==> src/design/status_pkg.sv <==
// constants for the core status word and its neighbours
package status_pkg;
	// data memory decode
	localparam logic [7:0] status_offset    = 8'h03; // status word, bank 0 view
	localparam logic [7:0] status_mirror    = 8'h83; // status word, bank 1 view
	localparam logic [7:0] pcl_offset       = 8'h02; // program counter low byte
	localparam logic [7:0] pch_hold_offset  = 8'h0a; // upper pc holding register
	localparam logic [7:0] option_offset    = 8'h81; // option word, bank 1 only
	localparam logic [6:0] mirror_mask      = 7'h7f; // low seven address bits
	localparam int         bank_sel_bit     = 7;     // address bit chosen by bank select
	// status field positions
	localparam int st_carry      = 0;
	localparam int st_digit      = 1;
	localparam int st_zero       = 2;
	localparam int st_power_down = 3;
	localparam int st_timeout    = 4;
	localparam int st_bank_low   = 5;
	localparam int st_bank_high  = 6;
	localparam int st_indirect   = 7;
	// reset values
	localparam logic [2:0] bank_reset       = 3'h0;
	localparam logic       cause_reset      = 1'h1;
	localparam logic [2:0] flags_reset      = 3'h0; // flags cleared at power-on
	localparam logic [4:0] pch_hold_reset   = 5'h00;
	localparam logic [7:0] option_reset     = 8'hff;
	// option word fields
	localparam int opt_assign_wdt = 3;
	localparam int opt_rate_msb   = 2;
	// alu operations
	typedef enum logic [2:0] {
		op_pass = 3'b000, // move, no flags
		op_add  = 3'b001, // add, sets z dc c
		op_sub  = 3'b010, // subtract, sets z dc c
		op_and  = 3'b011, // logic, sets z
		op_or   = 3'b100,
		op_xor  = 3'b101,
		op_clr  = 3'b110  // clear file, sets z
	} alu_op_e;
endpackage

==> src/design/alu_flag_unit.sv <==
// alu with zero, digit carry and carry results
`timescale 1ns/1ps
module alu_flag_unit (
	input  wire status_pkg::alu_op_e op_i,      // operation
	input  wire logic [7:0]          a_i,       // file or literal operand
	input  wire logic [7:0]          b_i,       // working register operand
	output logic [7:0]               result_o,  // result byte
	output logic                     zero_o,    // result is zero
	output logic                     digit_o,   // carry out of bit 3
	output logic                     carry_o,   // carry out of bit 7
	output logic                     arith_o,   // op sets digit and carry
	output logic                     logic_o    // op sets zero
);
	import status_pkg::*;
	logic [4:0] low_sum;  // nibble sum with carry out
	logic [8:0] full_sum; // byte sum with carry out
	logic [7:0] addend;   // b or its two's complement
	// --------------------------------------------------------
	// arithmetic and flag derivation
	// --------------------------------------------------------
	always_comb begin
		// subtraction adds the two's complement of b
		addend   = (op_i == op_sub) ? 8'(~b_i + 8'h01) : b_i;
		low_sum  = {1'b0, a_i[3:0]} + {1'b0, addend[3:0]};
		full_sum = {1'b0, a_i} + {1'b0, addend};
		// on subtract, carry out of the sum is the inverted borrow
		// a zero subtrahend adds zero and would clear carry, yet no borrow occurs
		digit_o  = low_sum[4] | ((op_i == op_sub) && (b_i[3:0] == 4'h0));
		carry_o  = full_sum[8] | ((op_i == op_sub) && (b_i == 8'h00));
		unique case (op_i)
			op_add, op_sub: result_o = full_sum[7:0];
			op_and:         result_o = a_i & b_i;
			op_or:          result_o = a_i | b_i;
			op_xor:         result_o = a_i ^ b_i;
			op_clr:         result_o = 8'h00;
			default:        result_o = a_i; // pass
		endcase
		zero_o  = (result_o == 8'h00);
		arith_o = (op_i == op_add) || (op_i == op_sub);
		logic_o = (op_i != op_pass);
	end
endmodule

==> src/design/alu_status_bank_select.sv <==
// core status word, bank select, upper pc holding and prescaler assignment
// Notes on behaviour
// - flag-setting writes ignore written z dc c
// - timeout and power-down bits are read-only
// - clear-file on status clears top three, sets zero
// - bank select picks bank for direct addresses
// - subtract carry and digit are inverted borrows
// - subtract adds two's complement of operand
// - status decodes at 03h and 83h alike
// - upper pc only through holding register
// - unimplemented holding-register bits read zero; unmapped locations read the general file
// - power-on: bank zero, cause bits one
// - prescaler goes to timer or watchdog only
// - timer counts 1:1 when prescaler on watchdog
// - any instruction may target status word
`timescale 1ns/1ps
module alu_status_bank_select (
	input  wire logic                clk_sys_i,       // core clock
	input  wire logic                nrst_i,          // power-on reset, active low
	input  wire logic                exec_i,          // instruction executes this cycle
	input  wire status_pkg::alu_op_e op_i,            // alu operation
	input  wire logic [6:0]          file_addr_i,     // direct file address
	input  wire logic [7:0]          w_i,             // working register
	input  wire logic [7:0]          file_rd_i,       // data from the general file
	input  wire logic                literal_i,       // a operand is the literal
	input  wire logic [7:0]          literal_val_i,   // literal value
	input  wire logic                dest_file_i,     // result written to the file
	input  wire logic                branch_i,        // branch loads the pc
	input  wire logic                sleep_i,         // sleep instruction
	input  wire logic                wdt_clear_i,     // watchdog clear instruction
	input  wire logic                wdt_timeout_i,   // watchdog expired
	output logic [7:0]               result_o,        // alu result
	output logic [7:0]               read_data_o,     // data of the addressed location
	output logic [8:0]               bank_addr_o,     // banked direct address
	output logic                     write_file_o,    // write result to general file
	output logic [7:0]               status_o,        // status word
	output logic [12:0]              pc_o,            // program counter
	output logic                     timer_prescaled_o, // timer uses the prescaler
	output logic                     wdt_prescaled_o    // watchdog uses the prescaler
);
	import status_pkg::*;
	// --------------------------------------------------------
	// state
	// --------------------------------------------------------
	typedef struct packed {
		logic [7:0]  status;    // status word
		logic [4:0]  pch_hold;  // upper pc holding register
		logic [12:0] pc;        // program counter
		logic [7:0]  option;    // option word
		logic [7:0]  result;    // registered alu result
		logic [7:0]  rdata;     // registered read data
		logic [8:0]  baddr;     // registered banked address
		logic        wfile;     // registered general write
		logic        tmr_ps;    // registered timer prescaler use
	} state_s;
	state_s st;       // current state
	state_s next_st;  // next state
	logic [7:0] a_op;     // first alu operand
	logic [7:0] alu_res;  // alu result
	logic       alu_z;    // zero result
	logic       alu_dc;   // digit carry result
	logic       alu_c;    // carry result
	logic       alu_ar;   // op sets dc and c
	logic       alu_lg;   // op sets z
	logic [7:0] full_addr; // bank bit joined to file address
	logic       hit_status; // status addressed in either bank
	// --------------------------------------------------------
	// alu
	// --------------------------------------------------------
	assign a_op = literal_i ? literal_val_i : read_data_o;
	alu_flag_unit u_alu (
		.op_i     (op_i),
		.a_i      (a_op),
		.b_i      (w_i),
		.result_o (alu_res),
		.zero_o   (alu_z),
		.digit_o  (alu_dc),
		.carry_o  (alu_c),
		.arith_o  (alu_ar),
		.logic_o  (alu_lg)
	);
	// --------------------------------------------------------
	// address decode
	// --------------------------------------------------------
	// low bank bit extends the file address; bit 7:6 are held clear by software
	assign full_addr  = {st.status[st_bank_low], file_addr_i};
	// status is mirrored, so the bank bit is ignored here
	assign hit_status = (file_addr_i == (status_offset[6:0] & mirror_mask));
	// --------------------------------------------------------
	// next state
	// --------------------------------------------------------
	always_comb begin
		next_st = st;
		next_st.baddr = {1'b0, full_addr}; // direct bank choice
		next_st.wfile = 1'b0;
		// read mux; unmapped core locations fall to the general file
		if (hit_status) begin
			next_st.rdata = st.status;
		end else if (file_addr_i == pcl_offset[6:0]) begin
			next_st.rdata = st.pc[7:0];
		end else if (file_addr_i == pch_hold_offset[6:0]) begin
			next_st.rdata = {3'h0, st.pch_hold}; // unimplemented bits read zero
		end else if (full_addr == option_offset) begin
			next_st.rdata = st.option;
		end else begin
			next_st.rdata = file_rd_i;
		end
		// free-running pc advance
		next_st.pc = 13'(st.pc + 13'h0001);
		if (exec_i) begin
			next_st.result = alu_res;
			// any instruction may write the status word
			if (dest_file_i && hit_status) begin
				next_st.status[st_indirect]  = alu_res[st_indirect];
				next_st.status[st_bank_high] = alu_res[st_bank_high];
				next_st.status[st_bank_low]  = alu_res[st_bank_low];
				// cause bits are never written here
				// a flag-setting op blocks the write of all three flags
				if (!alu_lg) begin
					next_st.status[st_zero]  = alu_res[st_zero];
					next_st.status[st_digit] = alu_res[st_digit];
					next_st.status[st_carry] = alu_res[st_carry];
				end
			end else if (dest_file_i && (file_addr_i == pch_hold_offset[6:0])) begin
				next_st.pch_hold = alu_res[4:0]; // upper bits dropped
			end else if (dest_file_i && (file_addr_i == pcl_offset[6:0])) begin
				next_st.pc = {st.pch_hold, alu_res};
			end else if (dest_file_i && (full_addr == option_offset)) begin
				next_st.option = alu_res;
			end else begin
				next_st.wfile = dest_file_i;
			end
			// flag results override the written values
			if (alu_lg) begin
				next_st.status[st_zero] = alu_z;
			end
			if (alu_ar) begin
				next_st.status[st_digit] = alu_dc;
				next_st.status[st_carry] = alu_c;
			end
			// branch target takes its upper bits from the holding register
			if (branch_i) begin
				next_st.pc = {st.pch_hold, alu_res};
			end
		end
		// cause bits move only by sleep and watchdog events
		if (sleep_i) begin
			next_st.status[st_power_down] = 1'b0;
			next_st.status[st_timeout]    = 1'b1;
		end
		if (wdt_clear_i) begin
			next_st.status[st_power_down] = 1'b1;
			next_st.status[st_timeout]    = 1'b1;
		end
		if (wdt_timeout_i) begin
			next_st.status[st_timeout] = 1'b0; // timeout wins over clear
		end
		// timer runs 1:1 while the watchdog owns the prescaler
		next_st.tmr_ps = ~next_st.option[opt_assign_wdt];
	end
	// --------------------------------------------------------
	// state register
	// --------------------------------------------------------
	always_ff @(posedge clk_sys_i or negedge nrst_i) begin
		if (!nrst_i) begin
			// power-on values
			st                       <= '0;
			st.status[st_indirect:st_bank_low] <= bank_reset;
			st.status[st_timeout]              <= cause_reset;
			st.status[st_power_down]           <= cause_reset;
			st.status[st_zero:st_carry]        <= flags_reset;
			st.pch_hold                        <= pch_hold_reset;
			st.option                          <= option_reset;
			st.tmr_ps                          <= ~option_reset[opt_assign_wdt];
		end else begin
			st <= next_st;
		end
	end
	// --------------------------------------------------------
	// outputs
	// --------------------------------------------------------
	assign result_o     = st.result;
	assign read_data_o  = st.rdata;
	assign bank_addr_o  = st.baddr;
	assign write_file_o = st.wfile;
	assign status_o     = st.status;
	assign pc_o         = st.pc;
	// prescaler goes to exactly one user; timer runs 1:1 while the watchdog has it
	assign timer_prescaled_o = st.tmr_ps;
	assign wdt_prescaled_o   = st.option[opt_assign_wdt];
	// --------------------------------------------------------
	// checks
	// --------------------------------------------------------
	cause_ro_a: assert property (@(posedge clk_sys_i) disable iff (!nrst_i)
		(exec_i && dest_file_i && hit_status && !sleep_i && !wdt_clear_i && !wdt_timeout_i)
		|=> $stable(status_o[4:3]))
		else $error("cause bits changed by write");
	clr_status_a: assert property (@(posedge clk_sys_i) disable iff (!nrst_i)
		(exec_i && op_i == op_clr && dest_file_i && hit_status)
		|=> (status_o[7:5] == 3'h0) && status_o[st_zero])
		else $error("clear of status wrong");
	flag_over_a: assert property (@(posedge clk_sys_i) disable iff (!nrst_i)
		(exec_i && alu_ar && dest_file_i && hit_status)
		|=> (status_o[1:0] == {$past(alu_dc), $past(alu_c)}))
		else $error("written flags not overridden");
	presc_one_a: assert property (@(posedge clk_sys_i) disable iff (!nrst_i)
		timer_prescaled_o != wdt_prescaled_o)
		else $error("prescaler shared");
	sleep_pd_a: assert property (@(posedge clk_sys_i) disable iff (!nrst_i)
		(sleep_i && !wdt_clear_i) |=> !status_o[st_power_down])
		else $error("sleep did not clear power-down");
	wdt_to_a: assert property (@(posedge clk_sys_i) disable iff (!nrst_i)
		wdt_timeout_i |=> !status_o[st_timeout])
		else $error("timeout flag not cleared");
	branch_pc_a: assert property (@(posedge clk_sys_i) disable iff (!nrst_i)
		(exec_i && branch_i) |=> (pc_o[12:8] == $past(st.pch_hold)))
		else $error("pc upper bits not from holding");
	bank_addr_a: assert property (@(posedge clk_sys_i) disable iff (!nrst_i)
		1'b1 |=> (bank_addr_o[7] == $past(status_o[st_bank_low])))
		else $error("bank bit not applied");
	mirror_rd_a: assert property (@(posedge clk_sys_i) disable iff (!nrst_i)
		hit_status |=> (read_data_o == $past(status_o)))
		else $error("status mirror read wrong");
endmodule

==> config.mk <==
export PLATFORM = sky130hd
export DESIGN_NAME = alu_status_bank_select
export DESIGN_NICKNAME = d
export VERILOG_FILES = /design/src/design/status_pkg.sv /design/src/design/alu_flag_unit.sv /design/src/design/alu_status_bank_select.sv
export SDC_FILE = /design/constraint.sdc
export NUM_CORES = 1
export LEC_CHECK = 0
export BUFFER_PORTS_ARGS = -buffer_cell sky130_fd_sc_hd__buf_2
export CORE_MARGIN = 1
export CORE_UTILIZATION = 50
export CTS_CLUSTER_SIZE = 24
export DETAILED_ROUTE_END_ITERATION = 16
export GPL_ROUTABILITY_DRIVEN = 0
export HOLD_SLACK_MARGIN = 0.1
export PLACE_DENSITY = 0.87
export REMOVE_ABC_BUFFERS = 1
export SETUP_SLACK_MARGIN = 0.1
export SYNTH_ARGS = -nofsm -noshare
export SYNTH_HDL_FRONTEND = slang
export SYNTH_SLANG_ARGS = --single-unit
==> constraint.sdc <==
create_clock -name clk_sys_i -period 2.85 [get_ports clk_sys_i]
set_clock_uncertainty 0.2 [all_clocks]
set_input_delay 0.57 -clock clk_sys_i [delete_from_list [all_inputs] [get_ports clk_sys_i]]
set_output_delay 0.57 -clock clk_sys_i [all_outputs]
set_load 0.005 [all_outputs]
==> reports/metrics.cfg <==
[cells_and_area]
stdcell_count = 675
diodes = 0
layout.nets = 634
fin_util = 0.6865
syn_to_final_growth_pct = 33.06
post-route-cell-area_um2 = 5640
drive_above_1_share = 0.5140

[route]
via_per_inst = 5.732
vias = 3869
ant_nets = 0
routed_wirelength_mm = 12.48
first_pass_iters = 5
first_iter_violations = 187
route.detailed.drc = 0
wl_per_cell_um = 18.49

[job]
cap_viol_max_count = 0

[placement]
io_buffer_count = 90
pre_cts_slack_ns = -0.7533
dpl.cell_count = 645
dp_hpwl_mm = 8.516
dpl_cell_area_um2 = 4883

[status]
failed_checks = negative setup slack
status = finished, violations left

[yosys]
yosys_register_bits = 60
syn_inst = 447
synth.most_common_cell = dfrtp_1
async_flop_share = 1.000
ys_seq_area_frac = 0.3571
yosysTopAreaCellShare = 0.2952
synth_top_cell_by_area = dfrtp_1
syn_area_um2 = 4239
yosys_most_used_dff = dfrtp_1
yosysWarnings = 0
synth_edf_count = 0
synthDistinctLibCells = 59
synth_commonest_cells = 50 x dfrtp_1, 48 x buf_4, 37 x mux2_2, 34 x nand2_1, 29 x nor2_1
ys_top_cells_by_area = dfrtp_1 30%, mux2_2 9.8%, buf_4 8.5%
postSynthAreaPerCell_um2 = 9.483

[clock_network]
cts-htree-levels = 3
cts_buffers = 9
clkSinkCount = 60
clk_pin_slew_ns = 0.07
clockBufferDepth = 2
insertion_delay_ns = 0.34
tritoncts = done
cts_root_buf = clkbuf_8

[pwr]
leakagePower_nw = 2.714
power_mw = 2.790
seqPwrFrac = 0.381
switching_power_mw = 0.8934
p_int_mw = 1.897
ir_drop_uv = 544.1
pwr_density_cell_nw_per_um2 = 494.7
p_comb_frac = 0.344
p_sw_frac = 0.3202
clockPowerShare = 0.275

[min_path]
hold_path_depth = 2
min-delay-start = wdt_timeout_i
holdPathEnd = status_o[4]
hold_class = input port to flop

[sta]
min_period_over_period = 1.103
hold_ws_ns = 0.1323
max_freq_mhz = 318.0
setup_tns_ns = -0.3078
rsz0062_at_grt = true
period_minus_slack_ns = 3.145
hold_viol = 0
worstMarginPinSlew_ns = 0.6463
maxSlewHeadroom = 0.5692
fin_ws_ns = -0.2945
drv_slew = 0
setup_viol = 3

[setup_path]
reg2regPathDepth = 11
start_kind = input port
cp_max_fo = 4
required_ns = 2.92
cp-end-kind = flop
r2r_start = read_data_o[0]
worstPathArrival_ns = 3.21
r2r_slack_ns = -0.25
path_class = input port to flop
worstReg2RegEnd = status_o[2]

[floorplan]
die_y_um = 94.08
die-width_um = 94.08
ios = 92
rows = 33
initial_utilization = 0.5159
fp.coreArea_um2 = 8217
die-area_um2 = 8850

[global_route]
grt_max_degree = 33
grt_pass1_vias = 3999
grt.total_usage = 0.2814
antenna_found_initial = 0
overflow = 0
grt_pass1_wl_mm = 18.89

==> worst max-delay path: stages <==
cell and delay (ns):
buf_8 0.10, nor2_4 0.10, and2_4 0.17, a21o_1 0.14, inv_2 0.05, fa_2 0.42, nor2b_4 0.13, nor4_1 0.07
o32a_4 0.33, or4_4 0.51, or4b_4 0.49, a21oi_2 0.13
==> metal layers <==
layer	wire, µm	global-route usage	vias up
li1	-	-	1758
met1	4623	0.3123	1873
met2	6657	0.5109	194
met3	696	0.05016	44
met4	507	0.1436	0
met5	0	0	-
==> registers in the layout, summed over array words and instances, names as in the netlist <==
name / flops
wdt_prescaled_o: 1
status_o: 8
st: 12
result_o: 8
pc_o: 13
bank_addr_o: 8
read_data_o: 8
write_file_o: 1
timer_prescaled_o: 1
==> power by group through the flow <==
stage	combinational (mW)	sequential, mW	clock (mW)
2_1_floorplan	0.352	1.06	0
3_3_place_gp	0.714	1.07	0
3_5_place_dp	0.752	1.07	0
4_1_cts	0.835	1.06	0.769
5_1_grt	1.03	1.08	0.804
6_report	0.960	1.06	0.769
==> worst max-delay path by stage <==
stage | from | cells past startpoint | endpoint
after floorplan | op_i[0] | 11 | status_o[2]
after global placement | op_i[0] | 12 | status_o[2]
after detailed placement | op_i[0] | 12 | status_o[2]
after CTS | read_data_o[0] | 11 | status_o[2]
after global routing | op_i[0] | 12 | status_o[2]
final | op_i[0] | 12 | status_o[2]
==> final cells by class <==
cell class / instances / area (µm²)
Clock buffer: 11 / 151.4
Inverter: 23 / 86.33
Fill cell: 546 / 2576
Timing Repair Buffer: 172 / 1141
Sequential cell: 60 / 1514
Clock inverter: 5 / 50.05
Multi-Input combinational cell: 299 / 2566
Tap cell: 105 / 131.4
==> cell families after synthesis <==
| family | count (synthesis) | synth area share |
|---|---|---|
| AND/OR/NAND/NOR | 113 | 0.1346 |
| AO/OA/AOI/OAI | 92 | 0.1378 |
| buffers and inverters | 88 | 0.1260 |
| flip-flops | 60 | 0.3571 |
| multiplexers | 47 | 0.1219 |
| adder cells (fa/ha/maj) | 26 | 0.07851 |
| XOR/XNOR | 20 | 0.04309 |
| other | 1 | 0.0008846 |
==> repair_timing <==
item / in CTS / in global routing
endpoints found under the hold margin: 24 / 0
gates resized for setup: 44 / 53
hold buffers: 1 / 0
endpoints found under the setup margin: 18 / 28
setup buffers: 11 / 5
pin swaps: 9 / 22
==> layout by cell type (no fill, tap or decap), drive strengths merged, types with 11 or more instances in the layout <==
| cell type | instances |
|---|---|
| buf | 171 |
| dfrtp | 50 |
| mux2 | 37 |
| nand2 | 34 |
| nor2 | 29 |
| o21ai | 28 |
| a21oi | 27 |
| ha | 25 |
| inv | 23 |
| xnor2 | 14 |
| clkbuf | 11 |
Note: power is estimated with default switching activity, not from simulation.
